===== src/logic/sdl_consts.vh =====
// Purpose: Shared constants of the six-channel DAC load sequencer
// Assumes: Included by bare name from the design files
// Notes:   Offsets are byte addresses on the APB bus
`ifndef SDL_CONSTS_VH
`define SDL_CONSTS_VH

`define SDL_DATA_W 10
`define SDL_CHAN_W 3
`define SDL_NUM_CHAN 6
`define SDL_LAST_CHAN 3'h5
`define SDL_SEQ_SEL 3'h7
`define SDL_SEQ_WORDS 3'h6

`define SDL_FIFO_DEPTH 32
`define SDL_FIFO_AW 5
`define SDL_FIFO_W 15

`define SDL_ADDR_W 8
`define SDL_OFS_CTRL 8'h00
`define SDL_OFS_STATUS 8'h04

`define SDL_CTRL_EO 0
`define SDL_CTRL_RL 1
`define SDL_CTRL_PD 2
`define SDL_CTRL_HOLD 3
`define SDL_CTRL_RST 4'h1

`define SDL_ST_ACT 0
`define SDL_ST_CHAN_LO 1
`define SDL_ST_OVF 4
`define SDL_ST_LVL_LO 5
`define SDL_ST_PD 11

`endif


===== src/logic/sdl_sync.v =====
// Purpose: Two-stage synchroniser for a group of pin inputs
// Assumes: Each bit is a level; groups may skew by one cycle
// Notes:   First stage is read only by the second stage
`timescale 1ns/1ps
module sdl_sync #(
    parameter W = 1
) (
    input wire pclk,
    input wire presetn,
    input wire [W-1:0] d,
    output reg [W-1:0] q
);
    reg [W-1:0] meta_r;

    always @(posedge pclk or negedge presetn) begin
        if (!presetn) begin
            meta_r <= {W{1'b0}};
            q <= {W{1'b0}};
        end else begin
            meta_r <= d;
            q <= meta_r;
        end
    end
endmodule // sdl_sync


===== src/logic/sdl_fifo.v =====
// Purpose: Word FIFO with valid and ready on both sides
// Assumes: One clock; flush empties it in one cycle
// Notes:   Full is honest; a write while full is refused
`timescale 1ns/1ps
module sdl_fifo #(
    parameter W = 15,
    parameter DEPTH = 32,
    parameter AW = 5
) (
    input wire pclk,
    input wire presetn,
    input wire flush,
    input wire in_valid,
    output wire in_ready,
    input wire [W-1:0] in_data,
    output wire out_valid,
    input wire out_ready,
    output wire [W-1:0] out_data,
    output reg [AW:0] level
);
    reg [W-1:0] mem [0:DEPTH-1];
    reg [AW-1:0] wptr_r;
    reg [AW-1:0] rptr_r;
    wire do_wr;
    wire do_rd;

    assign in_ready = (level != DEPTH[AW:0]);
    assign out_valid = (level != {(AW+1){1'b0}});
    assign out_data = mem[rptr_r];
    assign do_wr = in_valid & in_ready;
    assign do_rd = out_valid & out_ready;

    always @(posedge pclk) begin
        if (do_wr) begin
            mem[wptr_r] <= in_data;
        end
    end

    always @(posedge pclk or negedge presetn) begin
        if (!presetn) begin
            wptr_r <= {AW{1'b0}};
            rptr_r <= {AW{1'b0}};
            level <= {(AW+1){1'b0}};
        end else if (flush) begin
            wptr_r <= {AW{1'b0}};
            rptr_r <= {AW{1'b0}};
            level <= {(AW+1){1'b0}};
        end else begin
            if (do_wr) begin
                wptr_r <= wptr_r + 1'b1;
            end
            if (do_rd) begin
                rptr_r <= rptr_r + 1'b1;
            end
            if (do_wr && !do_rd) begin
                level <= level + 1'b1;
            end else if (do_rd && !do_wr) begin
                level <= level - 1'b1;
            end
        end
    end
endmodule // sdl_fifo


===== src/logic/sdl_top.v =====
// Purpose: Load sequencer feeding six two-stage DAC channel latches
// Assumes: Pixel clock and strobes are pins, sampled on pclk
// Notes:   Pixel clock must be well below pclk/4 for edge detection
//          Power-down flushes the FIFO and zeroes both latch stages
//
// Notes on behaviour
// RULE1: One shared data bus feeds six channels
// RULE2: Master/slave latches update all outputs together
// RULE3: Sequencing starts after start_sequence, select all ones
// RULE4: Outputs update at first falling edge after transfer
// RULE5: Low right_left_select loads channels 0 up to 5
// RULE6: High right_left_select loads channels 5 down to 0
// RULE7: Ascending single device: word n to channel n
// RULE8: Even device captures rising, odd device captures falling
// RULE9: Controller clocks at half pixel rate, word per edge
// RULE10: Even/odd group maps words 2k or 2k+1
// RULE11: Controller gives separate starts, one common transfer
// RULE12: Static start and transfer: load selected channel each fall
// RULE13: Addressed load uses address sampled at prior rise
// RULE14: Controller respects output amplifier settling time
// RULE15: Power-down clears all data; resumes when released
// RULE16: Select 0..5 addresses channel; all ones sequences
// RULE17: Sequencer stops after six channels until next start
//
// The implementer's own choices: register access over APB and the register addresses.
`timescale 1ns/1ps
`include "sdl_consts.vh"
module sdl_top (
    input wire pclk,
    input wire presetn,
    input wire psel,
    input wire penable,
    input wire pwrite,
    input wire [`SDL_ADDR_W-1:0] paddr,
    input wire [31:0] pwdata,
    output reg [31:0] prdata,
    output reg pready,
    output reg pslverr,
    input wire pix_clk,
    input wire [`SDL_DATA_W-1:0] pixel_data,
    input wire start_sequence,
    input wire transfer_strobe,
    input wire [`SDL_CHAN_W-1:0] channel_select,
    output reg in_ready,
    output wire [`SDL_DATA_W-1:0] column_output_0,
    output wire [`SDL_DATA_W-1:0] column_output_1,
    output wire [`SDL_DATA_W-1:0] column_output_2,
    output wire [`SDL_DATA_W-1:0] column_output_3,
    output wire [`SDL_DATA_W-1:0] column_output_4,
    output wire [`SDL_DATA_W-1:0] column_output_5
);
    localparam PIN_W = `SDL_DATA_W + `SDL_CHAN_W + 3;

    wire [PIN_W-1:0] pins_s;
    wire clk_s;
    wire st_s;
    wire xf_s;
    wire [`SDL_CHAN_W-1:0] cs_s;
    wire [`SDL_DATA_W-1:0] data_s;
    reg clk_d_r;
    reg st_d_r;
    reg [3:0] ctrl_r;
    reg ovf_r;
    reg [`SDL_CHAN_W-1:0] addr_r;
    reg [`SDL_CHAN_W-1:0] chan_r;
    reg [`SDL_CHAN_W-1:0] left_r;
    reg seq_act_r;
    reg xfer_pend_r;
    reg [`SDL_DATA_W-1:0] st1_r [0:`SDL_NUM_CHAN-1];
    reg [`SDL_DATA_W-1:0] st2_r [0:`SDL_NUM_CHAN-1];

    wire eo;
    wire rl;
    wire pd;
    wire rise;
    wire fall;
    wire cap_edge;
    wire seq_sel;
    wire seq_load;
    wire addr_load;
    wire do_load;
    wire do_xfer;
    wire push;
    wire [`SDL_CHAN_W-1:0] load_ch;
    wire [`SDL_FIFO_W-1:0] push_word;
    wire f_in_ready;
    wire f_out_valid;
    wire f_out_ready;
    wire [`SDL_FIFO_W-1:0] f_out;
    wire [`SDL_FIFO_AW:0] f_level;
    wire q_load;
    wire q_xfer;
    wire [`SDL_CHAN_W-1:0] q_ch;
    wire [`SDL_DATA_W-1:0] q_data;
    wire apb_done;
    wire wr_ctrl;
    wire wr_status;
    wire hit;

    // First channel of a sequence, by direction
    function [`SDL_CHAN_W-1:0] first_chan;
        input dir;
        begin
            first_chan = dir ? `SDL_LAST_CHAN : {`SDL_CHAN_W{1'b0}};
        end
    endfunction

    // Register offset decode, shared by read and write paths
    function is_reg;
        input [`SDL_ADDR_W-1:0] a;
        input [`SDL_ADDR_W-1:0] ofs;
        begin
            is_reg = (a == ofs);
        end
    endfunction

    // One synchroniser for all pins keeps data aligned with its clock
    sdl_sync #(
        .W(PIN_W)
    ) u_sync (
        .pclk(pclk),
        .presetn(presetn),
        .d({pix_clk, start_sequence, transfer_strobe, channel_select,
            pixel_data}),
        .q(pins_s)
    );

    assign clk_s = pins_s[PIN_W-1];
    assign st_s = pins_s[PIN_W-2];
    assign xf_s = pins_s[PIN_W-3];
    assign cs_s = pins_s[`SDL_DATA_W+`SDL_CHAN_W-1:`SDL_DATA_W];
    assign data_s = pins_s[`SDL_DATA_W-1:0];

    assign eo = ctrl_r[`SDL_CTRL_EO];
    assign rl = ctrl_r[`SDL_CTRL_RL];
    assign pd = ctrl_r[`SDL_CTRL_PD];

    assign rise = clk_s & ~clk_d_r;
    assign fall = ~clk_s & clk_d_r;
    assign cap_edge = eo ? rise : fall; // [RULE8] [RULE9]
    assign seq_sel = (cs_s == `SDL_SEQ_SEL); // [RULE16]

    assign seq_load = seq_act_r & seq_sel & cap_edge; // [RULE1]
    // Direct and addressed loading share one path [RULE12] [RULE13]
    // Mode follows the address held at the rise, not the live select,
    // so a select change before the fall cannot cancel the load
    assign addr_load = st_s & fall &
                       (addr_r < `SDL_NUM_CHAN); // [RULE16]
    assign do_load = seq_load | addr_load;
    assign load_ch = seq_load ? chan_r : addr_r;
    assign do_xfer = fall & xfer_pend_r; // [RULE4]
    assign push = (do_load | do_xfer) & ~pd;
    assign push_word = {do_load, do_xfer, load_ch, data_s};

    // Edge history and transfer request; a strobe beats the clear
    always @(posedge pclk or negedge presetn) begin
        if (!presetn) begin
            clk_d_r <= 1'b0;
            st_d_r <= 1'b0;
            xfer_pend_r <= 1'b0;
        end else begin
            clk_d_r <= clk_s;
            st_d_r <= st_s;
            xfer_pend_r <= ~pd & ((xfer_pend_r & ~fall) | xf_s); // [RULE4]
        end
    end

    // Address for addressed loading is held from the rising edge
    always @(posedge pclk or negedge presetn) begin
        if (!presetn) begin
            addr_r <= {`SDL_CHAN_W{1'b0}};
        end else if (rise) begin
            addr_r <= cs_s; // [RULE13]
        end
    end

    // Sequencer: six words, then idle until the next start
    // A start seen on a capture edge while idle arms only; that edge loads nothing
    always @(posedge pclk or negedge presetn) begin
        if (!presetn) begin
            seq_act_r <= 1'b0;
            chan_r <= {`SDL_CHAN_W{1'b0}};
            left_r <= {`SDL_CHAN_W{1'b0}};
        end else if (pd) begin
            seq_act_r <= 1'b0; // [RULE15]
            chan_r <= {`SDL_CHAN_W{1'b0}};
            left_r <= {`SDL_CHAN_W{1'b0}};
        end else if (st_s && !st_d_r && seq_sel) begin
            seq_act_r <= 1'b1; // [RULE3]
            chan_r <= first_chan(rl); // [RULE5] [RULE6]
            left_r <= `SDL_SEQ_WORDS;
        end else if (seq_load) begin
            if (rl) begin
                chan_r <= chan_r - 1'b1; // [RULE6] [RULE10]
            end else begin
                chan_r <= chan_r + 1'b1; // [RULE5] [RULE7] [RULE10]
            end
            left_r <= left_r - 1'b1;
            if (left_r == 3'h1) begin
                seq_act_r <= 1'b0; // [RULE17]
            end
        end
    end

    // Decouples pin capture from latch update; hold bit stalls draining
    sdl_fifo #(
        .W(`SDL_FIFO_W),
        .DEPTH(`SDL_FIFO_DEPTH),
        .AW(`SDL_FIFO_AW)
    ) u_fifo (
        .pclk(pclk),
        .presetn(presetn),
        .flush(pd),
        .in_valid(push),
        .in_ready(f_in_ready),
        .in_data(push_word),
        .out_valid(f_out_valid),
        .out_ready(f_out_ready),
        .out_data(f_out),
        .level(f_level)
    );

    assign f_out_ready = ~ctrl_r[`SDL_CTRL_HOLD];
    assign q_load = f_out[`SDL_FIFO_W-1] & f_out_valid & f_out_ready;
    assign q_xfer = f_out[`SDL_FIFO_W-2] & f_out_valid & f_out_ready;
    assign q_ch = f_out[`SDL_DATA_W+`SDL_CHAN_W-1:`SDL_DATA_W];
    assign q_data = f_out[`SDL_DATA_W-1:0];

    // Two-stage latch per channel
    genvar k;
    generate
        for (k = 0; k < `SDL_NUM_CHAN; k = k + 1) begin : g_chan
            always @(posedge pclk or negedge presetn) begin
                if (!presetn) begin
                    st1_r[k] <= {`SDL_DATA_W{1'b0}};
                    st2_r[k] <= {`SDL_DATA_W{1'b0}};
                end else if (pd) begin
                    st1_r[k] <= {`SDL_DATA_W{1'b0}}; // [RULE15]
                    st2_r[k] <= {`SDL_DATA_W{1'b0}};
                end else begin
                    if (q_load && q_ch == k) begin
                        st1_r[k] <= q_data; // [RULE1]
                    end
                    if (q_xfer) begin
                        // Word of the same edge is included [RULE2] [RULE12]
                        st2_r[k] <= (q_load && q_ch == k) ? q_data : st1_r[k];
                    end
                end
            end
        end
    endgenerate

    assign column_output_0 = st2_r[0];
    assign column_output_1 = st2_r[1];
    assign column_output_2 = st2_r[2];
    assign column_output_3 = st2_r[3];
    assign column_output_4 = st2_r[4];
    assign column_output_5 = st2_r[5];

    // APB slave: one wait state, then pready for one cycle
    // Read data is zero outside the answer, so nothing stale leaks
    assign apb_done = psel & penable & pready;
    assign hit = is_reg(paddr, `SDL_OFS_CTRL) |
                 is_reg(paddr, `SDL_OFS_STATUS);
    assign wr_ctrl = apb_done & pwrite & is_reg(paddr, `SDL_OFS_CTRL);
    assign wr_status = apb_done & pwrite & is_reg(paddr, `SDL_OFS_STATUS);

    always @(posedge pclk or negedge presetn) begin
        if (!presetn) begin
            pready <= 1'b0;
            pslverr <= 1'b0;
            prdata <= 32'h0000_0000;
        end else begin
            pready <= psel & penable & ~pready;
            pslverr <= psel & penable & ~pready & ~hit;
            prdata <= 32'h0000_0000;
            if (psel && penable && !pready && !pwrite) begin
                if (is_reg(paddr, `SDL_OFS_CTRL)) begin
                    prdata <= {28'h000_0000, ctrl_r};
                end else if (is_reg(paddr, `SDL_OFS_STATUS)) begin
                    prdata <= {20'h0_0000, pd, f_level, ovf_r, chan_r,
                               seq_act_r};
                end
            end
        end
    end

    // Control register and sticky overflow; a new drop beats the clear
    // Limitation: words dropped while the FIFO is full are only flagged
    always @(posedge pclk or negedge presetn) begin
        if (!presetn) begin
            ctrl_r <= `SDL_CTRL_RST;
            ovf_r <= 1'b0;
            in_ready <= 1'b0;
        end else begin
            if (wr_ctrl) begin
                ctrl_r <= pwdata[3:0];
            end
            ovf_r <= (push & ~f_in_ready) |
                     (ovf_r & ~(wr_status & pwdata[`SDL_ST_OVF]));
            in_ready <= f_in_ready;
        end
    end
endmodule // sdl_top


===== config.mk =====
export PLATFORM = sky130hd
export DESIGN_NAME = sdl_top
export DESIGN_NICKNAME = d
export VERILOG_FILES = /design/src/logic/sdl_sync.v /design/src/logic/sdl_fifo.v /design/src/logic/sdl_top.v
export VERILOG_INCLUDE_DIRS = /design/src /design/src/logic
export SDC_FILE = /design/constraint.sdc
export NUM_CORES = 1
export LEC_CHECK = 0
export BUFFER_PORTS_ARGS = -buffer_cell sky130_fd_sc_hd__buf_2
export CAP_MARGIN = 20
export CORE_UTILIZATION = 30
export CTS_CLUSTER_SIZE = 40
export DETAILED_ROUTE_END_ITERATION = 10
export SLEW_MARGIN = 20
export SYNTH_ARGS = -nofsm -noshare
export SYNTH_HDL_FRONTEND = slang
export SYNTH_HIERARCHICAL = 1
export SYNTH_SLANG_ARGS = --single-unit

===== constraint.sdc =====
create_clock -name pclk -period 11.8 [get_ports pclk]
set_clock_uncertainty 0.1 [all_clocks]
set_input_delay 1.77 -clock pclk [delete_from_list [all_inputs] [get_ports pclk]]
set_output_delay 1.77 -clock pclk [all_outputs]
set_load 0.01 [all_outputs]

==> Word-level counts from Yosys, hierarchy flattened <==
Memories as Yosys holds them, arrays and structs flattened.
Cells that the tools add are included.
{ "totals": {"regBits": 221, "ramBits": 480, "inputBits": 61, "output_inout_bits": 95, "word_cells": 166, "mem_count": 1} }
{ "memory_table": {"columns": ["memory", "depth", "word_bits", "read_ports", "rd_clocked_by_memory_dff", "wr", "line_no", "rtl"], "rows": [
  ["u_fifo.mem", 32, 15, 1, 0, 1, "sdl_fifo.v:21", "reg [W-1:0] mem [0:DEPTH-1];"]
]} }
{ "classes": {"add_sub_neg": 7, "n_lt_le_gt_ge": 1, "n_eq_ne": 9, "muxes": 50, "n_bitwise": 40, "n_reduce_logical": 28} }
{ "op_table": {"columns": ["op", "n"], "rows": [
  ["10-bit two-way mux", 24],
  ["12-bit two-way mux", 3],
  ["3-bit two-way mux", 9],
  ["1-bit bitwise AND", 26],
  ["5-bit two-way mux", 4],
  ["6-bit two-way mux", 3],
  ["1-bit logical AND", 13],
  ["5-bit by 1-bit adder with 5-bit output, second input constant", 2],
  ["3-bit equality test, second input constant", 3],
  ["1-bit inverter", 9],
  ["3-bit nonzero test", 3],
  ["8-bit by 3-bit equality test with 1-bit output, second input constant", 1],
  ["8-bit logical NOT", 1],
  ["1-bit two-way mux", 7],
  ["6-bit by 1-bit adder with 6-bit output, second input constant", 1],
  ["3-bit by 1-bit equality test with 1-bit output, second input constant", 2],
  ["3-bit by 2-bit equality test with 1-bit output, second input constant", 2],
  ["6-bit inequality test, second input constant", 1],
  ["2-bit nonzero test", 3],
  ["6-bit nonzero test", 1],
  ["3-bit by 1-bit subtractor with 3-bit output, second input constant", 2],
  ["6-bit by 1-bit subtractor with 6-bit output, second input constant", 1],
  ["1-bit logical NOT", 5],
  ["1-bit OR", 5],
  ["4 further kinds", 4]
]} }

==> Depth between registers and ports, before layout <==
Gate-level depths: netlist (run 1).
{ "depth": {"depth_word": 13, "ltp_mapped": 14, "depth_no_buf": 13} }

==> Modules after synthesis <==
The synthesis (run 1) kept the hierarchy.
{ "by_module_without_submodules": {"columns": ["mod", "instances", "cells_each", "area_per_inst_um2"], "rows": [
  ["sdl_fifo", 1, 1020, 19580.0],
  ["sdl_top", 1, 555, 6347.3],
  ["sdl_sync", 1, 32, 800.8]
]} }

==> Worst setup path after synthesis (run 1) <==
Ideal clock, no wire load.
{ "synth_timing": {"path_type": "register to register", "start": "register u_sync.q[15]", "end": "memory u_fifo.mem[23][0] (enable)", "setup_ns": 0.409, "arrival_ns": 3.179, "required_ns": 11.291, "path_slack_ns": 8.112, "path_stages_with_launch": 9, "n_path_buf": 1, "period_less_slack_ns": 3.688, "cell_sequence": "dfrtp_1 > nor2b_1 > and2_1 > a311oi_1 > nor2_1 > o31a_1 > buf_4 > nand3_1 > nor3b_1"} }
{ "synth_via": {"word_cells_on_any_way": 14, "classes_between": "3 x mux; 11 x bitwise"} }
{ "synth_lines": {"columns": ["element", "line_no", "rtl"], "rows": [
  ["start, declared", "sdl_sync.v:11", "output reg [W-1:0] q"],
  ["start signal, assigned", "sdl_sync.v:18", "q <= {W{1'b0}};"],
  ["start signal, assigned", "sdl_sync.v:21", "q <= meta_r;"],
  ["1-bit inverter", "sdl_top.v:139", "assign fall = ~clk_s & clk_d_r;"],
  ["1-bit bitwise AND", "sdl_top.v:139", null],
  ["1-bit bitwise AND", "sdl_top.v:151", "assign do_xfer = fall & xfer_pend_r;"],
  ["via do_xfer", "sdl_top.v:82", "wire do_xfer;"],
  ["1-bit OR", "sdl_top.v:152", "assign push = (do_load | do_xfer) & ~pd;"],
  ["1-bit bitwise AND", "sdl_top.v:152", null],
  ["via push", "sdl_top.v:83", "wire push;"],
  ["1-bit bitwise AND", "sdl_fifo.v:30", "assign do_wr = in_valid & in_ready;"],
  ["1-bit two-way mux", "sdl_fifo.v:34", "if (do_wr) begin"],
  ["1-bit two-way mux (not written as such)", "sdl_fifo.v:35", "mem[wptr_r] <= in_data;"],
  ["end, declared", "sdl_fifo.v:21", null]
]} }
The timed path passes the listed nets, and every way through them passes these cells.

==> Worst setup path after layout (run 1) <==
{ "layout_timing": {"start": "register u_fifo.rptr_r[0]", "end": "register st2_r (netlist bit column_output_5[6])"} }
{ "layout_via": {"word_cells_on_any_way": 11, "classes_between": "1 x eq/ne; 3 x mux; 4 x bitwise; 2 x reduce/logical; 1 x memory"} }
{ "layout_lines": {"columns": ["element", "line_no", "rtl"], "rows": [
  ["start, declared", "sdl_fifo.v:23", "reg [AW-1:0] rptr_r;"],
  ["start signal, assigned", "sdl_fifo.v:42", "rptr_r <= {AW{1'b0}};"],
  ["start signal, assigned", "sdl_fifo.v:46", "rptr_r <= {AW{1'b0}};"],
  ["start signal, assigned", "sdl_fifo.v:53", "rptr_r <= rptr_r + 1'b1;"],
  ["memory 32 x 15 bit", null, null],
  ["via f_out[11]", "sdl_top.v:89", "wire [`SDL_FIFO_W-1:0] f_out;"],
  ["3-bit equality test", "sdl_top.v:246", "st2_r[k] <= (q_load && q_ch == k) ? q_data : st1_r[k];"],
  ["1-bit logical AND", "sdl_top.v:246", null],
  ["10-bit two-way mux", null, null],
  ["10-bit two-way mux", "sdl_top.v:244", "if (q_xfer) begin"],
  ["10-bit two-way mux", "sdl_top.v:237", "end else if (pd) begin"],
  ["end signal, assigned by index", "sdl_top.v:236", "st2_r[k] <= {`SDL_DATA_W{1'b0}};"],
  ["end signal, assigned by index", "sdl_top.v:239", "st2_r[k] <= {`SDL_DATA_W{1'b0}};"],
  ["end signal, assigned by index", "sdl_top.v:246", null],
  ["end, declared", "sdl_top.v:70", "reg [`SDL_DATA_W-1:0] st2_r [0:`SDL_NUM_CHAN-1];"]
]} }
The timed path passes the listed nets, and every way through them passes these cells. The select of a mux whose other input is x is not followed.
A chain may end at the register's enable or synchronous reset.

==> results.toml, run 1 <==
[outcome]
status = "completed"

[clock_network]
root_buffer = "clkbuf_16"
postCtsSetupBuffers = 0
h-tree-depth = 3
clkLatencyLatePin_ns = 0.59
clk_path_buf_depth = 3
cts_resized = 0
clock-sinks = 681
hold_buffers = 0
cts_buffers = 67
cts_tree = "yes"
clkTransAtPathRegs_ns = 0.06

[synth]
yosysTopAreaCell = "edfxtp_1"
synth_most_common_cell = "edfxtp_1"
synth_cell_types = 60
netlist_instances = 1607
synth-seq-cells = 681
synth_enable_flop_cells = 480
async_reset_ff_frac = 0.295
yosysWarnings = 6
synth_ff_type = "edfxtp_1"
yosysSeqAreaShare = 0.728
synth_area_leaders = "edfxtp_1 54%, dfrtp_1 19%, mux2i_1 8.1%"
synth_commonest_cells = "480 x edfxtp_1, 217 x mux2i_1, 200 x dfrtp_1"
syn_area_per_cell_um2 = 16.6
syn_area_mm2 = 0.0267
yosysTopAreaCellShare = 0.539

[power]
power.density_mw_per_mm2 = 251
ir_worst_vdd_v = 0.000240
power_uw = 7750
p_leak_uw = 0.0114

[run]
maxCapViolCount = 0

[timing]
hold_viol_final = 0
rsz0062_at_grt = "false"
setup_tns_ns = 0
finalSetupViolCount = 0
fin_hold_ws_ns = 0.246
period_needed_ns = 4.83
slew_headroom = 0.236
fin_crit_sh = 0.409
drv_slew = 0
fmax_mhz = 207
tightest_slew_ns = 1.15

[floorplanning]
initial_utilization = 0.302
die_width_um = 300
row_count = 109
core_area_mm2 = 0.0884
dieHeight_um = 300
pin_count = 156
dieArea_mm2 = 0.0903

[worst_setup_path]
timing.rr.start = "u_fifo/rptr_r[0]"
path_class = "register to register"
reg2regPathDepth = 9
path_max_fanout = 122
worstPathArrival_ns = 5.15
reg2reg_to = "column_output_5[6]"
crit_path_start_kind = "register"
worst_setup_path_end_kind = "register"
reg2reg_slack_ns = 6.97
cp_data_required_time_ns = 12.12

[grt]
grt_pass1_vias = 14300
grt_pass1_wl_um = 87200
grt_start_max_net_pins = 123
grt_use_total = 0.127
globalRouteOverflowTotal = 0
antenna_found_initial = 0

[placed_design]
place.gp.congestion = 0.765
port_buffers = 108
dp_hpwl_um = 33600

[layout]
regArea_mm2 = 0.0195
syn2layout_area_growth_pct = 15.4
num-fill-cells = 8346
diodes = 0
drive_above_1_share = 0.205
nets = 1799
multiInputGateArea_mm2 = 0.00692

[worst_hold_path]
holdPathStages = 0
min_from = "u_sync/meta_r[5]"
hp-class = "register to register"
holdPathEnd = "u_sync/q[5]"

[route]
antenna_left = 0
drtIter0Drc = 1002
drt_pre_antenna_iters = 5
via_per_inst = 4.83
vias = 14200
wl_um = 57800
route.detailed.drc = 0
wl_per_cell_um = 19.7
registers in the layout, summed over array words and instances (netlist names), 6 cells and up:
name,cells
u_sync/q,16
column_output_3,10
u_sync/meta_r,16
column_output_4,10
st1_r,60
column_output_0,10
column_output_1,10
column_output_5,10
prdata,12
column_output_2,10
u_fifo/mem,480
u_fifo/level,6
power by group:
group / leakage, µW / internal (µW) / switching (µW)
registers: 0.00676 / 2910 / 237
logic: 0.00364 / 1020 / 1510
clock network: 0.00103 / 1220 / 858
total: 0.0114 / 5140 / 2610
metrics by stage:
| step | cells | utilization | setup slack, ns | area [µm²] |
|---|---|---|---|---|
| detailed placement | 2819 | 0.324 | 6.99 | 28600 |
| global route | 2937 | 0.349 | 6.63 | 30800 |
| floorplan | 1626 | - | 8.11 | 26800 |
| CTS | 2935 | 0.348 | 6.96 | 30800 |
| finish | 2937 | 0.349 | 6.97 | 30800 |
| global placement | 2819 | 0.324 | 7.03 | 28600 |
worst max-delay path by stage:
stage	start	endpoint	slack, ns	depth (start not counted)
after global routing	u_fifo/rptr_r[0]	column_output_5[6]	6.63	9
after CTS	u_fifo/rptr_r[0]	column_output_5[6]	6.96	9
after detailed placement	u_fifo/rptr_r[0]	column_output_5[6]	6.99	9
after floorplan	u_sync/q[15]	u_fifo/mem[23][0]	8.11	8
final	u_fifo/rptr_r[0]	column_output_5[6]	6.97	9
after global placement	u_fifo/rptr_r[0]	column_output_5[6]	7.03	9
routing by layer:
metal / vias to the layer above / wire length (µm) / track usage
met5: - / 0 / 0
met4: 0 / 1170 / 0.0350
met3: 83 / 2610 / 0.0222
met2: 362 / 27700 / 0.203
met1: 7385 / 26300 / 0.178
li1: 6349 / - / -
kinds of logic (layout without fill, tap and decap cells):
family / Yosys count / after routing / synth area share
adders and majority gates: 13 / 13 / 0.00665
other: 1 / 20 / 0.000140
and+or+nand+nor: 303 / 303 / 0.0521
buffers and inverters: 125 / 271 / 0.0219
xor gates and xnor gates: 11 / 11 / 0.00360
muxes: 290 / 290 / 0.137
AOI/OAI and AO/OA: 183 / 183 / 0.0509
DFF: 681 / 681 / 0.728
final cells by class:
class / count / area share
clock inverters: 16 / 0.00617
clock buffers: 100 / 0.0627
repair buffers: 141 / 0.0269
inverters: 14 / 0.00170
flip-flops and latches: 681 / 0.631
well taps: 1165 / 0.0473
multi-input cells: 820 / 0.224
critical path: stages (launching register included):
cell	delay, ns
dfrtp_4	0.83
buf_12	0.58
mux2i_1	0.27
a22o_1	0.17
nor3_1	0.07
a31oi_1	0.52
o221ai_1	0.41
nor3b_2	0.94
mux2i_1	0.38
a211oi_1	0.12
cells in the final DEF (no fill, tap or decap), types with 5 or more instances in the layout:
| master | count |
|---|---|
| o221ai_1 | 13 |
| nor2_4 | 5 |
| a22oi_1 | 23 |
| clkbuf_8 | 10 |
| clkbuf_16 | 69 |
| edfxtp_1 | 480 |
| a21oi_1 | 20 |
| nand2b_1 | 6 |
| a22o_1 | 22 |
| a211oi_1 | 63 |
| conb_1 | 20 |
| buf_4 | 28 |
| mux4_2 | 60 |
| inv_1 | 13 |
| mux2_2 | 12 |
| nor3_1 | 17 |
| nand3b_1 | 5 |
| nand2_1 | 37 |
| mux2i_1 | 217 |
| nand3_1 | 6 |
| dfrtp_1 | 194 |
| ha_1 | 11 |
| nor2_2 | 20 |
| a31oi_1 | 18 |
| xor2_1 | 7 |
| clkbuf_1 | 22 |
| buf_2 | 107 |
| and2_1 | 11 |
| nor2_1 | 155 |
No activity file was read; power rests on OpenSTA's default activity.
==> inputs of run 2 (changes only) <==
--- a/config.mk
+++ b/config.mk
@@ -6,6 +6,7 @@
 export SDC_FILE = /design/constraint.sdc
 export NUM_CORES = 1
 export LEC_CHECK = 0
+export ABC_AREA = 1
 export BUFFER_PORTS_ARGS = -buffer_cell sky130_fd_sc_hd__buf_2
 export CAP_MARGIN = 20
 export CORE_UTILIZATION = 30
==> constraint.sdc (replaced) <==
create_clock -name pclk -period 4.9 [get_ports pclk]
set_clock_uncertainty 0.1 [all_clocks]
set_input_delay 0.735 -clock pclk [delete_from_list [all_inputs] [get_ports pclk]]
set_output_delay 0.735 -clock pclk [all_outputs]
set_load 0.01 [all_outputs]
==> results.toml, run 2 <==
[outcome]
status = "completed"

[timing]
final.setup.worst_slack_ns = 0.904
fin_hold_ws_ns = 0.121
period_needed_ns = 4.00
hold_viol_final = 0
fin_crit_sh = 0.816
setup_tns_ns = 0
drv_slew = 0
rsz0062_at_grt = "false"
slew_headroom = 0.293
fmax_mhz = 250
finalSetupViolCount = 0
tightest_slew_ns = 1.05

[clock_network]
clkLatencyLatePin_ns = 0.62
clock-sinks = 681
clkTransAtPathRegs_ns = 0.06
hold_buffers = 0
postCtsSetupBuffers = 0
cts_buffers = 73
clk_path_buf_depth = 3
h-tree-depth = 3
cts_tree = "yes"
cts_resized = 0
root_buffer = "clkbuf_16"

[worst_setup_path]
path_max_fanout = 93
crit_slowest_cell = "dfrtp_4"
startpoint = "u_fifo/rptr_r[0]"
path_common_cell = "nand2_1"
max_stage_delay_ns = 0.64
worstPathArrival_ns = 4.45
cp_data_required_time_ns = 5.36
path_class = "register to register"
worst_setup_path_end_kind = "register"
crit_path_start_kind = "register"
timing.rr.start = "u_fifo/rptr_r[0]"
path_cells = "inv_6 -> buf_4 -> nor2_1 -> o21ai_1 -> nand2_1 -> nand2_1 -> nor2_1 -> nand2_1 -> nand2_1 -> inv_1 -> inv_1 -> nor2_1 -> nand2_2 -> nand2_1 -> nand4_1 -> nand2_1"

[placed_design]
place.gp.congestion = 0.783
dpl_cell_area_mm2 = 0.0301
placed_cells = 3847
dp_slack_ns = 0.971
dp_hpwl_um = 39300
port_buffers = 108

[grt]
grt_use_total = 0.144
antenna_found_initial = 0
globalRouteOverflowTotal = 0
grt_pass1_vias = 17800
grt_pass1_wl_um = 105000
grt_start_max_net_pins = 183

[synth]
yosysWarnings = 6
synth-seq-cells = 681
syn_area_mm2 = 0.0281
async_reset_ff_frac = 0.295
syn_area_per_cell_um2 = 11.0
synth_area_leaders = "edfxtp_1 51%, dfrtp_1 18%, nor2_1 5.7%"
netlist_instances = 2554
synth_enable_flop_cells = 480
synth_commonest_cells = "480 x edfxtp_1, 427 x nor2_1, 354 x nand2_1"
yosysSeqAreaShare = 0.692
synth_ff_type = "edfxtp_1"
yosysTopAreaCellShare = 0.513
synth_most_common_cell = "edfxtp_1"
synth_cell_types = 40
yosysTopAreaCell = "edfxtp_1"

[route]
via_per_inst = 4.67
wl_um = 68400
vias = 18600
route.detailed.drc = 0
wl_per_cell_um = 17.2
drt_pre_antenna_iters = 8
antenna_left = 0
drtIter0Drc = 1797

[layout]
num-fill-cells = 9136
layout_commonest_cell = "edfxtp_1"
reg_top3 = "u_fifo/mem: 480 flops, st1_r: 60 flops"
drive_above_1_share = 0.125
regMostFlops = "u_fifo/mem"
regArea_mm2 = 0.0195
design_area_mm2 = 0.0325
mostFrequentLayoutCells = "480 x edfxtp_1, 426 x nor2_1, 353 x nand2_1"
multiInputGateArea_mm2 = 0.00714
nets = 2753
layout.cells.non_filler = 3979
largest_register_ffs = 480
syn2layout_area_growth_pct = 15.6

[floorplanning]
row_count = 111
pin_count = 156
initial_utilization = 0.305
dieArea_mm2 = 0.0949
core_area_mm2 = 0.0922
dieHeight_um = 308
die_width_um = 308

[worst_hold_path]
hp-class = "input pin to async pin"

[run]
maxCapViolCount = 0

[power]
p_leak_uw = 0.0133
power.density_mw_per_mm2 = 364
ir_worst_vdd_v = 0.000295
[run 2: cell count changes after synthesis, moves of 61 or more]
| cell | previous run | this run |
|---|---|---|
| o21ai_0 | 5 | 208 |
| o21ai_1 | 1 | 96 |
| a211oi_1 | 63 | 2 |
| inv_1 | 13 | 201 |
| nand2_1 | 39 | 354 |
| nand3_1 | 6 | 194 |
| nor2_1 | 179 | 427 |
| mux2i_1 | 217 | 0 |
[run 2: metal layers]
| layer | track usage | wire length [µm] | share of wire | vias up |
|---|---|---|---|---|
| met1 | 0.193 | 30100 | 0.44 | 9064 |
| met5 | 0 | 0 | 0 | - |
| li1 | - | - | - | 8888 |
| met3 | 0.0175 | 3420 | 0.050 | 104 |
| met2 | 0.237 | 32700 | 0.48 | 507 |
| met4 | 0.0580 | 2140 | 0.031 | 0 |
[run 2: critical path, delay by kind of cell (launching register included)]
kind / cells / cell delay, ns
AND/OR/NAND/NOR: 11 / 1.81
AO/OA/AOI/OAI: 1 / 0.15
buffers and inverters: 4 / 1.11
flip-flops: 1 / 0.64
[run 2: per-stage QoR]
| stage | power (µW) | util |
|---|---|---|
| 2_1_floorplan | 6410 | - |
| 3_3_place_gp | 6520 | 0.327 |
| 3_5_place_dp | 6530 | 0.327 |
| 4_1_cts | 11900 | 0.352 |
| 5_1_grt | 12200 | 0.352 |
| 6_report | 11800 | 0.352 |
[run 2: worst paths after layout]
kind / endpoint / slack, ns / cells past startpoint
max in group asynchronous: u_sync/q[7] / 3.36 / 2
worst min-delay path: st1_r[48] / 0.12 / 1
worst min register to register: u_sync/q[0] / 0.25 / 0
min in group pclk: u_sync/meta_r[4] / 0.12 / 1
worst max register to register: column_output_4[2] / 0.90 / 16
worst max-delay path: column_output_4[2] / 0.90 / 16
[run 2: report_power, final]
| group | switching, µW | leakage, µW | total (µW) | internal (µW) |
|---|---|---|---|---|
| Clock | 2260 | 0.00116 | 5410 | 3160 |
| Combinational | 146 | 0.00505 | 176 | 29.7 |
| Sequential | 16.7 | 0.00711 | 6230 | 6210 |
| Total | 2420 | 0.0133 | 11800 | 9400 |
[run 2: logic make-up (layout without fill, tap and decap cells)]
group           after synthesis  after routing  share of synthesized area
flops                       681            681                      0.692
simple gates               1080           1080                      0.163
other cells                   1             21                   0.000133
compound gates              413            413                     0.0791
mux                           2              2                   0.000801
fa+ha+maj                    13             13                    0.00632
buf+inv                     360            522                     0.0573
xor+xnor                      4              4                    0.00125
[run 2: area by class of cell]
class / instances / area share
well taps: 1243 / 0.0479
repair buffers: 186 / 0.0369
inverters: 205 / 0.0238
clock inverters: 29 / 0.00747
flip-flops and latches: 681 / 0.599
multi-input cells: 1532 / 0.220
clock buffers: 102 / 0.0654
diodes: 1 / 0.0000770
==> inputs of run 3 (changes only) <==
==> constraint.sdc (replaced) <==
create_clock -name pclk -period 3.3 [get_ports pclk]
set_clock_uncertainty 0.1 [all_clocks]
set_input_delay 0.495 -clock pclk [delete_from_list [all_inputs] [get_ports pclk]]
set_output_delay 0.495 -clock pclk [all_outputs]
set_load 0.01 [all_outputs]
==> results.toml, run 3 (synthesis gave the netlist of run 2 again) <==
[outcome]
status = "completed"

[timing]
tightest_slew_ns = 0.930
finalSetupViolCount = 0
drv_slew = 0
fmax_mhz = 318
period_needed_ns = 3.15
hold_viol_final = 0
rsz0062_at_grt = "false"
fin_crit_sh = 0.954
setup_tns_ns = 0
slew_headroom = 0.380

[worst_setup_path]
worst_setup_path_end_kind = "register"
worstPathArrival_ns = 3.50
path_max_fanout = 46
cp_data_required_time_ns = 3.65
path_class = "register to register"
crit_path_start_kind = "register"

[placed_design]
placed_cells = 3885
port_buffers = 108
place.gp.congestion = 0.834
dp_hpwl_um = 42800

[power]
ir_worst_vdd_v = 0.000371
power.density_mw_per_mm2 = 533
p_leak_uw = 0.0136

[floorplanning]
dieHeight_um = 308
die_width_um = 308
row_count = 111
initial_utilization = 0.305
pin_count = 156
core_area_mm2 = 0.0922
dieArea_mm2 = 0.0949

[grt]
antenna_found_initial = 0
grt_use_total = 0.146
grt_start_max_net_pins = 101
grt_pass1_wl_um = 106000
globalRouteOverflowTotal = 0
grt_pass1_vias = 18000

[layout]
syn2layout_area_growth_pct = 17.7
layout.cells.non_filler = 4032
layout_commonest_cell = "edfxtp_1"
drive_above_1_share = 0.134
mostFrequentLayoutCells = "480 x edfxtp_1, 426 x nor2_1, 354 x nand2_1"
nets = 2808
reg_top3 = "u_fifo/mem: 480 flops, st1_r: 60 flops"
regMostFlops = "u_fifo/mem"
largest_register_ffs = 480

[clock_network]
clkTransAtPathRegs_ns = 0.06
root_buffer = "clkbuf_16"
clkLatencyLatePin_ns = 0.61
cts_tree = "yes"
clk_path_buf_depth = 3
h-tree-depth = 3
cts_buffers = 71
clock-sinks = 681

[run]
maxCapViolCount = 0

[route]
vias = 18800
via_per_inst = 4.67
drt_pre_antenna_iters = 5
wl_um = 69200
route.detailed.drc = 0
wl_per_cell_um = 17.2
drtIter0Drc = 1830
antenna_left = 0

[worst_hold_path]
hp-class = "input pin to register"
==> run 3: cell count changes in the layout (fill, tap and decap cells not counted), sizes merged <==
cell / previous run / this run
buf: 185 / 225
bufinv: 2 / 8
clkbuf: 103 / 99
clkinv: 21 / 19
clkinvlp: 2 / 0
dlygate4sd3: 0 / 17
inv: 209 / 207
==> run 3: timing repair <==
| action | CTS | global route |
|---|---|---|
| endpoints found under the hold margin | 80 | 0 |
| hold buffers | 17 | 0 |
| resized for setup | 0 | 1 |
| endpoints found under the setup margin | 0 | 32 |
| setup buffers | 0 | 2 |
==> run 3: path summary, 6_finish.rpt <==
| check | startpoint | endpoint | slack, ns | cells after the start |
|---|---|---|---|---|
| max | u_fifo/rptr_r[0] | column_output_3[1] | 0.15 | 15 |
| min | pwdata[0] | ctrl_r[0] | 0.04 | 3 |
| max reg2reg | u_fifo/rptr_r[0] | column_output_3[1] | 0.15 | 15 |
| min reg2reg | u_sync/meta_r[2] | u_sync/q[2] | 0.25 | 0 |
| max in group asynchronous | presetn | u_fifo/rptr_r[0] | 1.92 | 3 |
| min in group asynchronous | presetn | column_output_1[3] | 0.36 | 2 |
==> run 3: layer usage <==
layer / track usage / vias up / share of wire
met1: 0.199 / 9182 / 0.44
met2: 0.231 / 509 / 0.47
met4: 0.0634 / 0 / 0.040
li1: - / 8998 / -
met5: 0 / - / 0
met3: 0.0202 / 135 / 0.049
==> run 3: power by group <==
part | switching [µW] | internal [µW]
Combinational | 213 | 60.3
Sequential | 33.6 | 9230
Clock | 3250 | 4830
==> run 3: area by class of cell <==
cell class                      count  area, µm²
Antenna cell                        1       2.50
Clock buffer                       98       1980
Clock inverter                     29        364
Fill cell                        9079      59100
Inverter                          205        774
Multi-Input combinational cell   1532       7130
Sequential cell                   681      19500
Tap cell                         1243       1560
Timing Repair Buffer              243       1810
==> run 3: worst max-delay path, cell delays in order, from the launching register on <==
cell     delay (ns)
dfrtp_4        0.59
buf_4          0.19
buf_12         0.16
or2_2          0.32
nand3_1        0.07
o21ai_1        0.08
nand2_1        0.07
nand2_1        0.05
nor2_1         0.26
nand2_1        0.20
nand2_1        0.12
inv_1          0.04
inv_1          0.33
nand3_1        0.13
nand3_1        0.15
o21ai_0        0.10
==> run 3: through the flow <==
| step | worst slack (ns) | util | area, µm² | total power (µW) | hold slack, ns |
|---|---|---|---|---|---|
| finish | 0.152 | 0.359 | 33100 | 17600 | 0.0396 |
| global route | 0.0144 | 0.359 | 33100 | 18100 | 0.0220 |
| CTS | 0.130 | 0.358 | 33100 | 17800 | 0.0108 |
| detailed placement | 0.173 | 0.331 | 30500 | 9700 | 0.235 |
| global placement | 0.160 | 0.331 | 30500 | 9690 | 0.231 |
| floorplan | 0.155 | - | 28200 | 9520 | 0.0994 |
